**config.mk**
```make
export PLATFORM = sky130hd
export DESIGN_NAME = stack_and_interrupt_sequencing
export DESIGN_NICKNAME = d
export VERILOG_FILES = /design/src/rtl/stack_irq_pkg.sv /design/src/rtl/irq_flag_cell.sv /design/src/rtl/irq_priority_pick.sv /design/src/rtl/stack_and_interrupt_sequencing.sv
export SDC_FILE = /design/constraint.sdc
export NUM_CORES = 1
export LEC_CHECK = 0
export ABC_CLOCK_PERIOD_IN_PS = 10000
export BUFFER_PORTS_ARGS = -buffer_cell sky130_fd_sc_hd__buf_2
export CORE_UTILIZATION = 30
export DETAILED_ROUTE_END_ITERATION = 6
export PLACE_DENSITY = 0.62
export SLEW_MARGIN = 10
export SYNTH_ARGS = -nofsm -noshare
export SYNTH_HDL_FRONTEND = slang
export SYNTH_SLANG_ARGS = --single-unit
```
**constraint.sdc**
```tcl
create_clock -name clk -period 10 [get_ports clk]
set_input_delay 0 -clock clk [delete_from_list [all_inputs] [get_ports clk]]
set_output_delay 0 -clock clk [all_outputs]
set_load 0.01 [all_outputs]
```
**src/rtl/stack_irq_pkg.sv**
```systemverilog
// shared constants and types of the stack pointer and interrupt sequencer
// assumes one cpu clock at 20 MHz; instruction retire is reported by the core
package stack_irq_pkg;

  // stack pointer width: covers the internal sram address range
  localparam int          SP_W          = 11;
  localparam logic [15:0] SRAM_TOP_ADDR = 16'h04FF;

  // data-space offsets; io-space offsets are these minus the io base
  localparam logic [15:0] IO_BASE       = 16'h0020;
  localparam logic [15:0] SP_LOW_ADDR   = 16'h005D;
  localparam logic [15:0] SP_HIGH_ADDR  = 16'h005E;
  localparam logic [15:0] STATUS_ADDR   = 16'h005F;
  localparam logic [15:0] FLAG_ADDR     = 16'h005C;
  localparam logic [15:0] ENABLE_ADDR   = 16'h005B;

  // interrupt sources: flagged ones first, the level source last
  localparam int          N_FLAG_IRQ    = 4;
  localparam int          N_IRQ         = 5;
  localparam int          IDX_W         = 3;
  localparam logic [2:0]  LEVEL_IDX     = 3'h4;
  localparam int          GIE_BIT       = 7;

  // reset values
  localparam logic [7:0]  STATUS_RESET  = 8'h00;
  localparam logic [4:0]  ENABLE_RESET  = 5'h00;

  // pointer steps
  localparam logic [15:0] STEP_BYTE     = 16'h0001;
  localparam logic [15:0] STEP_ADDR     = 16'h0002;

  // operation retired by the core in the current cycle
  typedef enum logic [3:0] {
    op_other,
    op_stack_store,
    op_stack_load,
    op_pointer_call,
    op_relative_call,
    op_subroutine_exit,
    op_handler_exit,
    op_irq_mask,
    op_irq_unmask
  } op_t;

endpackage

```
**src/rtl/irq_flag_cell.sv**
```systemverilog
// one sticky interrupt flag
// assumes set and clr are synchronous one-cycle requests
module irq_flag_cell (
  input  wire logic clk,
  input  wire logic rst,
  input  wire logic set,
  input  wire logic clr,
  output logic      q
);

  typedef struct packed {
    logic flag;
  } flag_state_t;

  flag_state_t s_r;
  flag_state_t s_nxt;

  // set wins over clear so an event in the clearing cycle is kept
  always_comb begin
    s_nxt = s_r;
    if (clr) begin
      s_nxt.flag = 1'b0;
    end
    if (set) begin
      s_nxt.flag = 1'b1;
    end
  end

  always_ff @(posedge clk or posedge rst) begin
    if (rst) begin
      s_r <= '0;
    end else begin
      s_r <= s_nxt;
    end
  end

  assign q = s_r.flag;

endmodule

```
**src/rtl/irq_priority_pick.sv**
```systemverilog
// fixed priority picker: lowest request index wins
// assumes req is a registered or settled combinational vector
module irq_priority_pick #(
  parameter int N = 5,
  parameter int W = 3
) (
  input  wire logic [N-1:0] req,
  output logic              any,
  output logic [W-1:0]      idx
);

  // scan from the top down so the lowest index is the last to write
  always_comb begin
    any = 1'b0;
    idx = '0;
    for (int i = N - 1; i >= 0; i--) begin
      if (req[i]) begin
        any = 1'b1;
        idx = W'(i);
      end
    end
  end

endmodule

```
**src/rtl/stack_and_interrupt_sequencing.sv**
```systemverilog
// stack pointer and interrupt acceptance sequencing of the cpu core
// assumes the core reports each retired instruction with instr_valid and op,
// and performs the actual memory pushes and pops at stack_pointer itself
import stack_irq_pkg::*;

// Summary of operation
// - stack grows downward, pointer marks top
// - byte push lowers pointer by one
// - calls and interrupt entry lower pointer by two
// - byte pop raises pointer by one
// - both returns raise pointer by two
// - reset loads pointer with sram top address
// - pointer held as low and high byte
// - low byte at data 0x5D, io 0x3D
// - logic runs directly on cpu clock, undivided
// - writing one clears a flag, zero ignored
// - disabled source still sets and keeps flag
// - masked flags held, served by priority later
// - level source requests only while present
// - one instruction runs after handler exit
// - status register never saved nor restored
// - mask op blocks interrupts at once
// - one instruction runs after unmask op
// - acceptance at each retire, one per cycle
// - global enable bit in status gates all
module stack_and_interrupt_sequencing (
  input  wire logic                    clk,
  input  wire logic                    rst,
  input  wire logic                    instr_valid,
  input  wire stack_irq_pkg::op_t      op,
  input  wire logic                    mem_rd,
  input  wire logic                    mem_wr,
  input  wire logic [15:0]             mem_addr,
  input  wire logic                    io_rd,
  input  wire logic                    io_wr,
  input  wire logic [5:0]              io_addr,
  input  wire logic [7:0]              wdata,
  input  wire logic [stack_irq_pkg::N_FLAG_IRQ-1:0] irq_event,
  input  wire logic                    irq_level,
  output logic [7:0]                   rdata,
  output logic                         rdata_valid,
  output logic [15:0]                  stack_pointer,
  output logic [7:0]                   status_reg,
  output logic                         irq_take,
  output logic [stack_irq_pkg::IDX_W-1:0] irq_index
);
  import stack_irq_pkg::*;

  ////////////////////////////////////////////////////////////////////////////
  // state

  typedef struct packed {
    logic [SP_W-1:0]  sp;
    logic [7:0]       status;
    logic [N_IRQ-1:0] enable;
    logic [7:0]       rdata;
    logic             rvalid;
  } seq_state_t;

  seq_state_t s_r;
  seq_state_t s_nxt;

  logic [N_FLAG_IRQ-1:0] flags;
  logic [N_FLAG_IRQ-1:0] flag_clr;
  logic [N_IRQ-1:0]      pending;
  logic                  pick_any;
  logic [IDX_W-1:0]      pick_idx;
  logic                  take_ok;
  logic [15:0]           sp_wide;
  logic [15:0]           op_step;
  logic [15:0]           take_step;
  logic [15:0]           sp_sum;
  logic                  wr_sp_low;
  logic                  wr_sp_high;
  logic                  wr_status;
  logic                  wr_flag;
  logic                  wr_enable;
  logic                  rd_sp_low;
  logic                  rd_sp_high;
  logic                  rd_status;
  logic                  rd_flag;
  logic                  rd_enable;

  ////////////////////////////////////////////////////////////////////////////
  // address decode, same register seen in data space and io space

  // io offsets are the data offsets less the io base
  function automatic logic reg_hit(input logic        mem_s,
                                   input logic        io_s,
                                   input logic [15:0] a,
                                   input logic [5:0]  ia,
                                   input logic [15:0] reg_addr);
    logic [15:0] io_full;
    io_full = reg_addr - IO_BASE;
    return (mem_s && (a == reg_addr)) || (io_s && ({10'h000, ia} == io_full));
  endfunction

  // pointer low byte decoded in both spaces
  assign wr_sp_low  = reg_hit(mem_wr, io_wr, mem_addr, io_addr, SP_LOW_ADDR);
  assign rd_sp_low  = reg_hit(mem_rd, io_rd, mem_addr, io_addr, SP_LOW_ADDR);
  assign wr_sp_high = reg_hit(mem_wr, io_wr, mem_addr, io_addr, SP_HIGH_ADDR);
  assign rd_sp_high = reg_hit(mem_rd, io_rd, mem_addr, io_addr, SP_HIGH_ADDR);
  assign wr_status  = reg_hit(mem_wr, io_wr, mem_addr, io_addr, STATUS_ADDR);
  assign rd_status  = reg_hit(mem_rd, io_rd, mem_addr, io_addr, STATUS_ADDR);
  assign wr_flag    = reg_hit(mem_wr, io_wr, mem_addr, io_addr, FLAG_ADDR);
  assign rd_flag    = reg_hit(mem_rd, io_rd, mem_addr, io_addr, FLAG_ADDR);
  assign wr_enable  = reg_hit(mem_wr, io_wr, mem_addr, io_addr, ENABLE_ADDR);
  assign rd_enable  = reg_hit(mem_rd, io_rd, mem_addr, io_addr, ENABLE_ADDR);

  ////////////////////////////////////////////////////////////////////////////
  // interrupt flags and priority

  // a taken flagged source has its flag cleared by the acceptance
  always_comb begin
    for (int i = 0; i < N_FLAG_IRQ; i++) begin
      flag_clr[i] = (wr_flag && wdata[i]) ||
                    (irq_take && (irq_index == IDX_W'(i)));
    end
  end

  // each cell latches its event whatever the enables say
  for (genvar g = 0; g < N_FLAG_IRQ; g++) begin : g_flag
    irq_flag_cell u_cell (
      .clk (clk),
      .rst (rst),
      .set (irq_event[g]),
      .clr (flag_clr[g]),
      .q   (flags[g])
    );
  end

  // level source has no memory: it requests only while the pin is high
  assign pending = {irq_level, flags} & s_r.enable;

  irq_priority_pick #(
    .N (N_IRQ),
    .W (IDX_W)
  ) u_pick (
    .req (pending),
    .any (pick_any),
    .idx (pick_idx)
  );

  // acceptance only at a retire boundary; mask ops and status clears act in
  // their own cycle, unmask and handler exit always let one more retire first
  always_comb begin
    take_ok = instr_valid && s_r.status[GIE_BIT];
    if ((op == op_irq_mask) || (wr_status && !wdata[GIE_BIT])) begin
      take_ok = 1'b0;
    end
    if (op == op_irq_unmask) begin
      take_ok = 1'b0;
    end
    if (op == op_handler_exit) begin
      take_ok = 1'b0;
    end
  end

  // at most one acceptance per retired instruction
  assign irq_take  = take_ok && pick_any;
  assign irq_index = pick_idx;

  ////////////////////////////////////////////////////////////////////////////
  // stack pointer arithmetic

  // step of the retired operation; downward growth means pushes subtract
  always_comb begin
    op_step = 16'h0000;
    if (instr_valid) begin
      case (op)
        op_stack_store:     op_step = 16'h0000 - STEP_BYTE;
        op_pointer_call,
        op_relative_call:   op_step = 16'h0000 - STEP_ADDR;
        op_stack_load:      op_step = STEP_BYTE;
        op_subroutine_exit,
        op_handler_exit:    op_step = STEP_ADDR;
        default:            op_step = 16'h0000;
      endcase
    end
  end

  // entry pushes the return address after the retiring instruction's own step
  assign take_step = irq_take ? (16'h0000 - STEP_ADDR) : 16'h0000;
  assign sp_wide   = {{(16 - SP_W){1'b0}}, s_r.sp};
  assign sp_sum    = sp_wide + op_step + take_step;

  ////////////////////////////////////////////////////////////////////////////
  // next state

  // software byte writes override the arithmetic for the byte they hit
  always_comb begin
    s_nxt    = s_r;
    s_nxt.sp = sp_sum[SP_W-1:0];
    if (wr_sp_low) begin
      s_nxt.sp[7:0] = wdata;
    end
    if (wr_sp_high) begin
      s_nxt.sp[SP_W-1:8] = wdata[SP_W-9:0];
    end

    // global enable; the rest of status is left alone by entry and exit
    if (instr_valid && ((op == op_irq_unmask) || (op == op_handler_exit))) begin
      s_nxt.status[GIE_BIT] = 1'b1;
    end
    if (instr_valid && (op == op_irq_mask)) begin
      s_nxt.status[GIE_BIT] = 1'b0;
    end
    if (wr_status) begin
      s_nxt.status = wdata;
    end
    if (irq_take) begin
      s_nxt.status[GIE_BIT] = 1'b0;
    end

    if (wr_enable) begin
      s_nxt.enable = wdata[N_IRQ-1:0];
    end

    // registered read data; unmapped reads return zero
    s_nxt.rvalid = mem_rd || io_rd;
    s_nxt.rdata  = 8'h00;
    if (rd_sp_low) begin
      s_nxt.rdata = sp_wide[7:0];
    end else if (rd_sp_high) begin
      s_nxt.rdata = sp_wide[15:8];
    end else if (rd_status) begin
      s_nxt.rdata = s_r.status;
    end else if (rd_flag) begin
      s_nxt.rdata = {{(8 - N_FLAG_IRQ){1'b0}}, flags};
    end else if (rd_enable) begin
      s_nxt.rdata = {{(8 - N_IRQ){1'b0}}, s_r.enable};
    end
  end

  // single undivided cpu clock domain
  always_ff @(posedge clk or posedge rst) begin
    if (rst) begin
      s_r.sp     <= SRAM_TOP_ADDR[SP_W-1:0];
      s_r.status <= STATUS_RESET;
      s_r.enable <= ENABLE_RESET;
      s_r.rdata  <= 8'h00;
      s_r.rvalid <= 1'b0;
    end else begin
      s_r <= s_nxt;
    end
  end

  assign stack_pointer = sp_wide;
  assign status_reg    = s_r.status;
  assign rdata         = s_r.rdata;
  assign rdata_valid   = s_r.rvalid;

  logic        no_sw_sp;
  logic [15:0] io_sp_low;
  assign no_sw_sp  = !wr_sp_low && !wr_sp_high;
  assign io_sp_low = SP_LOW_ADDR - IO_BASE;
endmodule

```
==> results_dict.tcl, run 1 <==
set metrics [dict create \
    tritoncts_num_sinks 37 \
    cts.repair_timing.setup_buffer_count 0 \
    cap_violations 0 \
    pwr-share-seq_pct 35.8 \
    reg2reg_slack_ns 5.85 \
    failed_checks "design-rule violations" \
    fin_max_slew_vios 0 \
    synth_sequential_area_ratio_pct 33.9 \
    io-pin-count 83 \
    cts_root_buffer "clkbuf_8" \
    synth.largest_area_cell "dfrtp_1" \
    dp.final_hpwl_um 5620 \
    p_leak_nw 1.52 \
    muxShareOfSynthArea_pct 7.28 \
    grtUsageTotal_pct 15.7 \
    global_route_wire_length_before_repair_um 11900 \
    most_used_standard_cells_in_the_synthesized_netlist "buf_4 (32), dfrtp_1 (28), nand2_1 (27)" \
    synthArstFlopShare_pct 100 \
    count_leader_synth "buf_4" \
    floorplan.rows 34 \
    syn-cell-area_um2 2770 \
    tightestPinTransition_ns 0.993 \
    number_of_levels_in_the_clock_h_tree 2 \
    power_per_cell_area_nw_per_um2 203 \
    worst-endpoint-arrival_ns 4.83 \
    max-slew-margin-rel_pct 33.6 \
    total_routed_wirelength_um 7090 \
    clock-skew-final_ns 0.00497 \
    postSynth.topFlopCell "dfrtp_1" \
    start_util_pct 31.4 \
    peakVddDrop_uv 86.1 \
    final_net_count 414 \
    critical-path-slowest-cell "or4_4" \
    global_route.overflow_total 0 \
    crit_fanout 12 \
    critPathCaptureType "flop" \
    place_congestion 0.828 \
    final_util_pct 37.7 \
    outcome "finished, violations left" \
    final_layout_size_suffix_gt1_share_pct 36.4 \
    area_growth_syn_to_layout_pct 20.0 \
    synthesis_stage_register_bit_count 37 \
    routed_wire_length_per_instance_um 15.5 \
    synth_compound_area_share_pct 17.3 \
    synth_cell_type_count 56 \
    timing.final.crit_share_pct 46.1 \
    cts.clk_slew.worst_paths_ns 0.08 \
    number_of_global_route_vias_before_repair 2300 \
    largest_net_degree_at_the_start_of_global_routing 38 \
    worst_setup_path_start_kind "input port" \
    drt-initial-drc-count 112 \
    power.switching_mw 0.257 \
    largest_register_ff_count 11 \
    ys_warn_count 0 \
    synth_fa_ha_area_share_pct 11.8 \
    crit_chain "buf_2 > or4b_1 > or4_4 > o22ai_2 > a211oi_2 > buf_4 > fa_1 > ha_1 > a211oi_1 > nor2_1 > or2_2 > or4_1 > a221o_1 > xnor2_1 > mux2_2" \
    setup_slack_ns 5.39 \
    clock_buffer_count_from_cts 5 \
    worst_ep_required_time_ns 10.22 \
    cts_tree "yes" \
    fin_tns_setup_ns 0 \
    synth_top_area_share_pct 25.3 \
    share_of_power_burned_in_combinational_logic_pct 44.4 \
    rsz_0062_raised_after_global_routing "false" \
    number_of_iterations_in_the_first_detailed_routing_pass 7 \
    die_x_um 98.0 \
    stdcell_area_um2 3320 \
    max_freq_mhz 217 \
    dp_worst_setup_slack_ns 5.09 \
    die_area_um2 9610 \
    cts.repair.resized 0 \
    drtAntennaViolNets 0 \
    insertion_delay_ns 0.29 \
    grt_antenna_before_repair 0 \
    clock_tree.buffer_depth 2 \
    vias_per_cell 5.05 \
    drt_drc 6 \
    sw_frac_of_total_pct 38.1 \
    post_dp_cell_area_um2 3080 \
    hold_class "in2reg" \
    synth-xor-area-share_pct 3.75 \
    design.core.area_um2 8810 \
    power.clock.fraction_pct 19.7 \
    worst_path_buffer_plus_inverter_count 2 \
    power.internal_mw 0.417 \
    category_of_cells_accounting_for_the_largest_share_of_critical_path_delay "simple AND/OR/NAND/NOR gates" \
    multi_input_comb_area_um2 1560 \
    finalSetupViolations 0 \
    port_buffers 77 \
    crit_path_max_incr_delay_ns 0.59 \
    synth-edff-count 0 \
    final-seq-area_um2 937 \
    synth_simple_gate_area_share_pct 15.7 \
    fillers 898 \
    final_period_minus_worst_setup_slack_ns 4.61 \
    timing.setup.critical_path_class "in2reg" \
    dominant_combinational_cell_family_by_area_after_synthesis "compound AO/OA/AOI/OAI gates" \
    die_y_um 98.0 \
    synth_cells 278 \
    hold_violations 0 \
    dr_total_vias 2309 \
    synth_top_cells_by_area "dfrtp_1 (25%), buf_4 (8.7%), dfstp_2 (8.5%)" \
    antenna-diode-count 0 \
    synth_area_per_cell_um2 9.95 \
]
## layout by cell type (no fill, tap or decap), types with 3 or more instances in the layout
cell | synthesis | routed
xor2_1 | 4 | 4
xnor2_1 | 6 | 6
buf_2 | 1 | 77
nor2b_1 | 3 | 3
and3_1 | 4 | 4
nor2_1 | 12 | 12
a221oi_1 | 4 | 4
fa_1 | 10 | 10
conb_1 | 1 | 5
a22o_1 | 4 | 4
dfstp_2 | 9 | 9
or2_2 | 3 | 3
dlygate4sd3_1 | 0 | 13
ha_1 | 10 | 10
mux2_2 | 17 | 17
buf_4 | 32 | 3
nand2b_1 | 4 | 4
a21o_1 | 3 | 3
a21oi_1 | 10 | 10
a31oi_1 | 5 | 5
nand3b_1 | 3 | 3
nand3_1 | 4 | 4
a22oi_1 | 4 | 4
dfrtp_1 | 28 | 28
a211oi_1 | 3 | 3
inv_1 | 9 | 9
o21ai_0 | 18 | 18
clkbuf_8 | 0 | 5
nor3_1 | 5 | 5
nand2_1 | 27 | 27
## worst register-to-register path, cell delays in order (launching register included)
cell	delay, ns
dfrtp_1	0.44
a22o_1	0.23
nand3b_1	0.15
a21oi_1	0.07
a211oi_2	0.20
buf_4	0.29
inv_1	0.09
fa_1	0.51
inv_1	0.06
ha_1	0.23
a211oi_1	0.27
nor2_1	0.09
or2_2	0.29
or4_1	0.44
a221o_1	0.33
xnor2_1	0.13
mux2_2	0.26
## routing by layer
metal | GRT usage [%] | vias to the layer above | part of all wire, %
li1 | - | 1115 | -
met1 | 22.2 | 1122 | 47
met2 | 24.2 | 66 | 45
met3 | 3.87 | 6 | 6.3
met4 | 3.61 | 0 | 1.0
met5 | 0 | - | 0
## stage by stage
| step | hold slack (ns) | std cells | power, mW |
|---|---|---|---|
| 2_1_floorplan | 0.0923 | 282 | 0.475 |
| 3_3_place_gp | 0.135 | 436 | 0.533 |
| 3_5_place_dp | 0.143 | 436 | 0.540 |
| 4_1_cts | 0.00473 | 457 | 0.681 |
| 5_1_grt | 0.00447 | 457 | 0.728 |
| 6_report | 0.0127 | 457 | 0.675 |
## power groups by stage
stage               Combinational, mW  Clock [mW]  Sequential (mW)
floorplan                       0.247           0            0.229
global placement                0.287           0            0.246
detailed placement              0.294           0            0.246
CTS                             0.300       0.137            0.243
global route                    0.336       0.143            0.249
finish                          0.300       0.133            0.242
## logic make-up (layout without fill, tap and decap cells)
group / count (synthesis) / in the layout
buffers and inverters: 43 / 110
muxes: 18 / 18
DFF: 37 / 37
AOI/OAI and AO/OA: 68 / 68
adders and majority gates: 20 / 20
and+or+nand+nor: 80 / 80
other: 1 / 5
xor gates and xnor gates: 11 / 11
## timing repair
item / in CTS / in global routing
hold endpoints to repair: 43 / 0
setup endpoints to repair: 0 / 0
hold buffers: 13 / 0
## final cells by class
| class | instances | area share, % |
|---|---|---|
| clock buffer | 5 | 2.07 |
| clock inverter | 3 | 1.39 |
| inverter | 9 | 1.02 |
| multi-input combinational | 202 | 47.0 |
| sequential | 37 | 28.2 |
| tap | 108 | 4.07 |
| timing repair buffer | 93 | 16.2 |
## final timing paths
check                                          start                           to  cells after the start
setup / recovery                        mem_addr[15]  stack_pointer[10]$_DFF_PP1_                     15
hold / removal                              wdata[1]   stack_pointer[1]$_DFF_PP1_                      2
setup reg to reg                  s_r[9]$_DFFE_PP0P_  stack_pointer[10]$_DFF_PP1_                     16
hold reg to reg            status_reg[5]$_DFFE_PP0P_           rdata[5]$_DFF_PP0_                      1
max in group asynchronous                        rst   stack_pointer[0]$_DFF_PP1_                      4
min in group asynchronous                        rst        rdata_valid$_DFF_PP0_                      4
Power figures use the tool's default switching activity.
==> inputs of run 2 (changes only) <==
Settings changed: ABC_AREA from default to 1, ABC_CLOCK_PERIOD_IN_PS 10000 to 4600.
Clock period 10 ns to 4.6 ns, I/O delays scaled along.
==> run 2 against run 1 <==
The run now ends clean; sequential power up 120%; highest routed layer unchanged; wire length up 13%; global-route usage up 0.30 points.
==> results_dict.tcl, run 2 <==
set metrics [dict create \
    outcome "finished clean" \
    drtAntennaViolNets 0 \
    crit_fanout 9 \
    most_used_standard_cells_in_the_synthesized_netlist "nand2_1 (104), inv_1 (54), buf_4 (32)" \
    synthesis_stage_register_bit_count 37 \
    power_per_cell_area_nw_per_um2 414 \
    die_x_um 103 \
    hold_class "in2reg" \
    io-pin-count 83 \
    timing.final.crit_share_pct 71.7 \
    synth_area_per_cell_um2 7.54 \
    place_congestion 0.908 \
    routed_wire_length_per_instance_um 13.2 \
    final_period_minus_worst_setup_slack_ns 3.30 \
    power.switching_mw 0.634 \
    post_dp_cell_area_um2 3360 \
    clock_tree.buffer_depth 2 \
    count_leader_synth "nand2_1" \
    worst_setup_path_start_kind "flop" \
    worst-endpoint-arrival_ns 3.50 \
    cts_tree "yes" \
    area_growth_syn_to_layout_pct 17.8 \
    clock-skew-final_ns 0.00254 \
    dp.final_hpwl_um 6610 \
    tightestPinTransition_ns 0.517 \
    insertion_delay_ns 0.29 \
    hold_violations 0 \
    fin_max_slew_vios 0 \
    ys_warn_count 0 \
    p_leak_nw 1.86 \
    cap_violations 0 \
    share_of_power_burned_in_combinational_logic_pct 48.3 \
    final_layout_size_suffix_gt1_share_pct 24.1 \
    grt_use_met2_pct 25.3 \
    synth_top_cells_by_area "dfrtp_1 (23%), nand2_1 (13%), buf_4 (7.9%)" \
    max-slew-margin-rel_pct 65.2 \
    syn-cell-area_um2 3040 \
    rsz_0062_raised_after_global_routing "false" \
    instances_no_fill 606 \
    final_common_cell "nand2_1" \
    globalRoute.busiestLayer "met2" \
    floorplan.rows 36 \
    fin_tns_setup_ns 0 \
    worst_ep_required_time_ns 4.80 \
    synth_top_area_share_pct 23.0 \
    design.core.area_um2 9820 \
    post-place-cells 584 \
    synth_cell_type_count 38 \
    number_of_iterations_in_the_first_detailed_routing_pass 5 \
    timing.setup.critical_path_class "reg2reg" \
    power.clock.fraction_pct 15.8 \
    critPathCaptureType "flop" \
    sw_frac_of_total_pct 42.7 \
    drt_drc 0 \
    synth_cells 404 \
    global_route_wire_length_before_repair_um 12900 \
    layout.cells.most_common_list "nand2_1 (104), buf_2 (77), inv_1 (54)" \
    power.internal_mw 0.852 \
    synth.largest_area_cell "dfrtp_1" \
    final.hold.worst_slack_ns 0.0326 \
    total_power_mw 1.49 \
    postSynth.topFlopCell "dfrtp_1" \
    dr_total_vias 2761 \
    stdcell_area_um2 3590 \
    die_y_um 103 \
    grt_antenna_before_repair 0 \
    gr_layer_usage_met1_pct 22.5 \
    tritoncts_num_sinks 37 \
    cts.clk_slew.worst_paths_ns 0.07 \
    finalSetupViolations 0 \
    vias_per_cell 4.56 \
    peakVddDrop_uv 151 \
    drt-initial-drc-count 134 \
    synth_sequential_area_ratio_pct 30.8 \
    synthArstFlopShare_pct 100 \
    final_net_count 538 \
    max_freq_mhz 303 \
    port_buffers 77 \
    clock_buffer_count_from_cts 5 \
    pwr-share-seq_pct 35.8 \
    synth-edff-count 0 \
    number_of_levels_in_the_clock_h_tree 2 \
    grt_use_met3_pct 2.64 \
    start_util_pct 31.0 \
    grtUsageTotal_pct 16.0 \
    total_routed_wirelength_um 8000 \
    largest_net_degree_at_the_start_of_global_routing 38 \
    global_route.overflow_total 0 \
    die_area_um2 10600 \
    cts_root_buffer "clkbuf_8" \
    cts.repair.resized 0 \
    largest_register_ff_count 11 \
    number_of_global_route_vias_before_repair 2611 \
    antenna-diode-count 0 \
]
==> run 2: cell types whose count changed after synthesis, sizes merged, moves of 11 or more <==
cell	delta
nand2	+84
inv	+47
nand3	+18
mux2	-17
nor2	+14
a21oi	+11
==> run 2: cell families after synthesis <==
family | count (synthesis) | share of synthesized area [%]
AND/OR/NAND/NOR | 187 | 28.9
buffers and inverters | 91 | 15.7
AO/OA/AOI/OAI | 60 | 11.6
flip-flops | 37 | 30.8
adder cells (fa/ha/maj) | 20 | 10.7
XOR/XNOR | 8 | 2.30
other | 1 | 0.123
==> run 2: power by group through the flow <==
| stage | clock, mW | sequential (mW) | combinational, mW |
|---|---|---|---|
| 6_report | 0.235 | 0.533 | 0.718 |
| 5_1_grt | 0.253 | 0.550 | 0.822 |
| 4_1_cts | 0.241 | 0.538 | 0.721 |
| 3_5_place_dp | 0 | 0.543 | 0.708 |
| 3_3_place_gp | 0 | 0.544 | 0.703 |
| 2_1_floorplan | 0 | 0.502 | 0.579 |
==> run 2: layout make-up <==
type                            count  area [um^2]
Clock buffer                        8         90.1
Inverter                           56          215
Timing Repair Buffer               92          533
Sequential cell                    37          937
Fill cell                        1083         6230
Multi-Input combinational cell    280         1650
Tap cell                          133          166
==> run 2: per-stage QoR <==
stage | setup slack [ns] | utilization, %
4_1_cts | 1.30 | 36.5
3_5_place_dp | 1.30 | 34.2
5_1_grt | 1.03 | 36.5
6_report | 1.30 | 36.5
2_1_floorplan | 1.61 | -
3_3_place_gp | 1.34 | 34.2
==> run 2: final timing paths <==
kind / startpoint / end / slack [ns] / cells past startpoint
worst min register to register: status_reg[5]$_DFFE_PP0P_ / status_reg[5]$_DFFE_PP0P_ / 0.53 / 2
min in group asynchronous: rst / g_flag[3].u_cell.q$_DFFE_PP0P_ / 0.36 / 4
worst max register to register: s_r[10]$_DFFE_PP0P_ / stack_pointer[6]$_DFF_PP1_ / 1.30 / 13
max in group asynchronous: rst / stack_pointer[7]$_DFF_PP1_ / 3.87 / 4
worst max-delay path: s_r[10]$_DFFE_PP0P_ / stack_pointer[6]$_DFF_PP1_ / 1.30 / 13
worst min-delay path: mem_rd / rdata_valid$_DFF_PP0_ / 0.03 / 2
==> run 2: critical path, stage by stage (launching register included) <==
cell	delay [ns]
dfrtp_1	0.38
nand2_1	0.09
nand2_1	0.17
inv_1	0.06
nand2_1	0.16
nand3_4	0.14
inv_1	0.40
fa_1	0.51
ha_1	0.37
a21oi_1	0.26
nand2_1	0.13
a21oi_1	0.16
xor2_1	0.25
o21ai_0	0.14
==> run 2: per-layer routing <==
metal / wire (um) / up-vias
met1: 3750 / 1249
met5: 0 / -
met3: 519 / 8
met2: 3640 / 107
met4: 93 / 0
li1: - / 1397
==> run 2: what timing repair did <==
| action | CTS | global route |
|---|---|---|
| hold buffers | 14 | 0 |
| hold endpoints to repair | 46 | 0 |
| setup buffers | 0 | 0 |
| endpoints found under the setup margin | 0 | 0 |
==> inputs of run 3 (changes only) <==
Settings changed: ABC_CLOCK_PERIOD_IN_PS 4600 to 3360.
Clock period 4.6 ns to 3.36 ns, I/O delays scaled along.
==> run 3 against run 2 <==
Global-route usage increased by 0.15 points; clock-buffer cell count decreased by 1; flip-flop and latch count unchanged; hold slack got worse by 0.0014 ns; core utilization increased by 0.57 points; cell count increased by 0.66%; sequential share of layout area decreased by 0.40 points; fmax increased by 4.2%; critical path type unchanged.
==> results_dict.tcl, run 3 (synthesized netlist as in run 2, its figures left out) <==
set metrics [dict create \
    fin_tns_setup_ns 0 \
    final-seq-area_um2 937 \
    fin_max_slew_vios 0 \
    final_period_minus_worst_setup_slack_ns 3.17 \
    port_buffers 77 \
    place_congestion 0.896 \
    cap_violations 0 \
    vias_per_cell 4.67 \
    clock_buffer_count_from_cts 5 \
    cts_tree "yes" \
    hold_violations 0 \
    number_of_levels_in_the_clock_h_tree 2 \
    dp.final_hpwl_um 6670 \
    cts_root_buffer "clkbuf_8" \
    area_growth_syn_to_layout_pct 19.7 \
    floorplan.rows 36 \
    largest_register_ff_count 11 \
    crit_fanout 7 \
    layout.cells.most_common_list "nand2_1 (104), buf_2 (77), inv_1 (53)" \
    power.clock.fraction_pct 17.0 \
    outcome "finished clean" \
    fillers 1051 \
    die_y_um 103 \
    start_util_pct 31.0 \
    worst-endpoint-arrival_ns 3.33 \
    antenna-diode-count 0 \
    die_area_um2 10600 \
    timing.setup.critical_path_class "reg2reg" \
    drtAntennaViolNets 0 \
    stdcell_area_um2 3640 \
    grtUsageTotal_pct 16.2 \
    critPathCaptureType "flop" \
    design.core.area_um2 9820 \
    pwr-share-seq_pct 35.1 \
    max_freq_mhz 316 \
    total_routed_wirelength_um 8180 \
    setup_slack_ns 0.195 \
    post-place-cells 587 \
    power_per_cell_area_nw_per_um2 572 \
    dp_worst_setup_slack_ns 0.193 \
    final_common_cell "nand2_1" \
    global_route.overflow_total 0 \
    insertion_delay_ns 0.30 \
    clock_tree.buffer_depth 2 \
    rsz_0062_raised_after_global_routing "false" \
    number_of_global_route_vias_before_repair 2636 \
    multi_input_comb_area_um2 1660 \
    share_of_power_burned_in_combinational_logic_pct 47.9 \
    p_leak_nw 1.88 \
    power.internal_mw 1.19 \
    routed_wire_length_per_instance_um 13.4 \
    io-pin-count 83 \
    worst_ep_required_time_ns 3.52 \
    number_of_iterations_in_the_first_detailed_routing_pass 5 \
    die_x_um 103 \
    drt_drc 0 \
    post_dp_cell_area_um2 3380 \
    drt-initial-drc-count 156 \
    sw_frac_of_total_pct 42.7 \
    power.switching_mw 0.891 \
    finalSetupViolations 0 \
    worst_setup_path_start_kind "flop" \
    cts.clk_slew.worst_paths_ns 0.08 \
    final_net_count 542 \
    final.hold.worst_slack_ns 0.0312 \
    final_layout_size_suffix_gt1_share_pct 26.0 \
    instances_no_fill 610 \
    total_power_mw 2.08 \
    grt_antenna_before_repair 0 \
    peakVddDrop_uv 206 \
    dr_total_vias 2849 \
    timing.final.crit_share_pct 94.2 \
    clock-skew-final_ns 0.0123 \
    largest_net_degree_at_the_start_of_global_routing 38 \
    tritoncts_num_sinks 37 \
    final_util_pct 37.1 \
    global_route_wire_length_before_repair_um 12800 \
    hold_class "in2reg" \
]
-- run 3: changes by cell type in the layout (fill, tap and decap cells not counted), sizes merged --
cell	change
clkinv	+1
clkbuf	-1
buf	+4
clkinvlp	+1
inv	-1
-- run 3: worst paths after layout --
kind                                            from                    endpoint  slack [ns]  cells past startpoint
max                              s_r[11]$_DFFE_PP0P_  stack_pointer[8]$_DFF_PP0_        0.19                     14
min                                           mem_rd       rdata_valid$_DFF_PP0_        0.03                      2
max reg2reg                      s_r[11]$_DFFE_PP0P_  stack_pointer[8]$_DFF_PP0_        0.19                     14
min reg2reg                status_reg[5]$_DFFE_PP0P_   status_reg[5]$_DFFE_PP0P_        0.52                      2
max in group asynchronous                        rst  stack_pointer[2]$_DFF_PP1_        2.64                      4
min in group asynchronous                        rst   status_reg[7]$_DFFE_PP0P_        0.36                      4
-- run 3: final cells by class --
| class | instances | area share [%] |
|---|---|---|
| multi-input combinational | 280 | 45.5 |
| sequential | 37 | 25.7 |
| timing repair buffer | 96 | 15.5 |
| inverter | 56 | 6.01 |
| tap | 133 | 4.57 |
| clock buffer | 7 | 2.64 |
| clock inverter | 1 | 0.137 |
-- run 3: per-layer routing --
metal	vias up	part of all wire [%]	wire (um)	GRT usage, %
li1	1410	-	-	-
met1	1315	45	3670	21.4
met2	110	47	3830	26.8
met3	14	6.3	512	2.37
met4	0	2.0	167	5.85
met5	-	0	0	0
-- run 3: power by group through the flow --
stage / registers (mW) / logic [mW] / clock network, mW
2_1_floorplan: 0.687 / 0.792 / 0
3_3_place_gp: 0.743 / 0.939 / 0
3_5_place_dp: 0.741 / 0.955 / 0
4_1_cts: 0.733 / 0.979 / 0.359
5_1_grt: 0.749 / 1.12 / 0.382
6_report: 0.732 / 0.999 / 0.354
-- run 3: critical path, stage by stage, from the launching register on --
cell,delay [ns]
dfrtp_1,0.40
nand2_1,0.13
nand2_1,0.08
a21oi_1,0.12
nand2_1,0.13
nand3_4,0.17
clkinvlp_4,0.21
fa_1,0.50
ha_1,0.36
nand2_1,0.10
o21bai_1,0.27
nand4_1,0.13
nand2_1,0.10
xor2_1,0.21
o21ai_0,0.11
-- run 3: repair_timing --
| action | in CTS | in global routing |
|---|---|---|
| setup buffers | 0 | 1 |
| endpoints found under the setup margin | 0 | 3 |
| hold buffers | 14 | 0 |
| hold endpoints to repair | 46 | 0 |
| gates resized for setup | 0 | 5 |
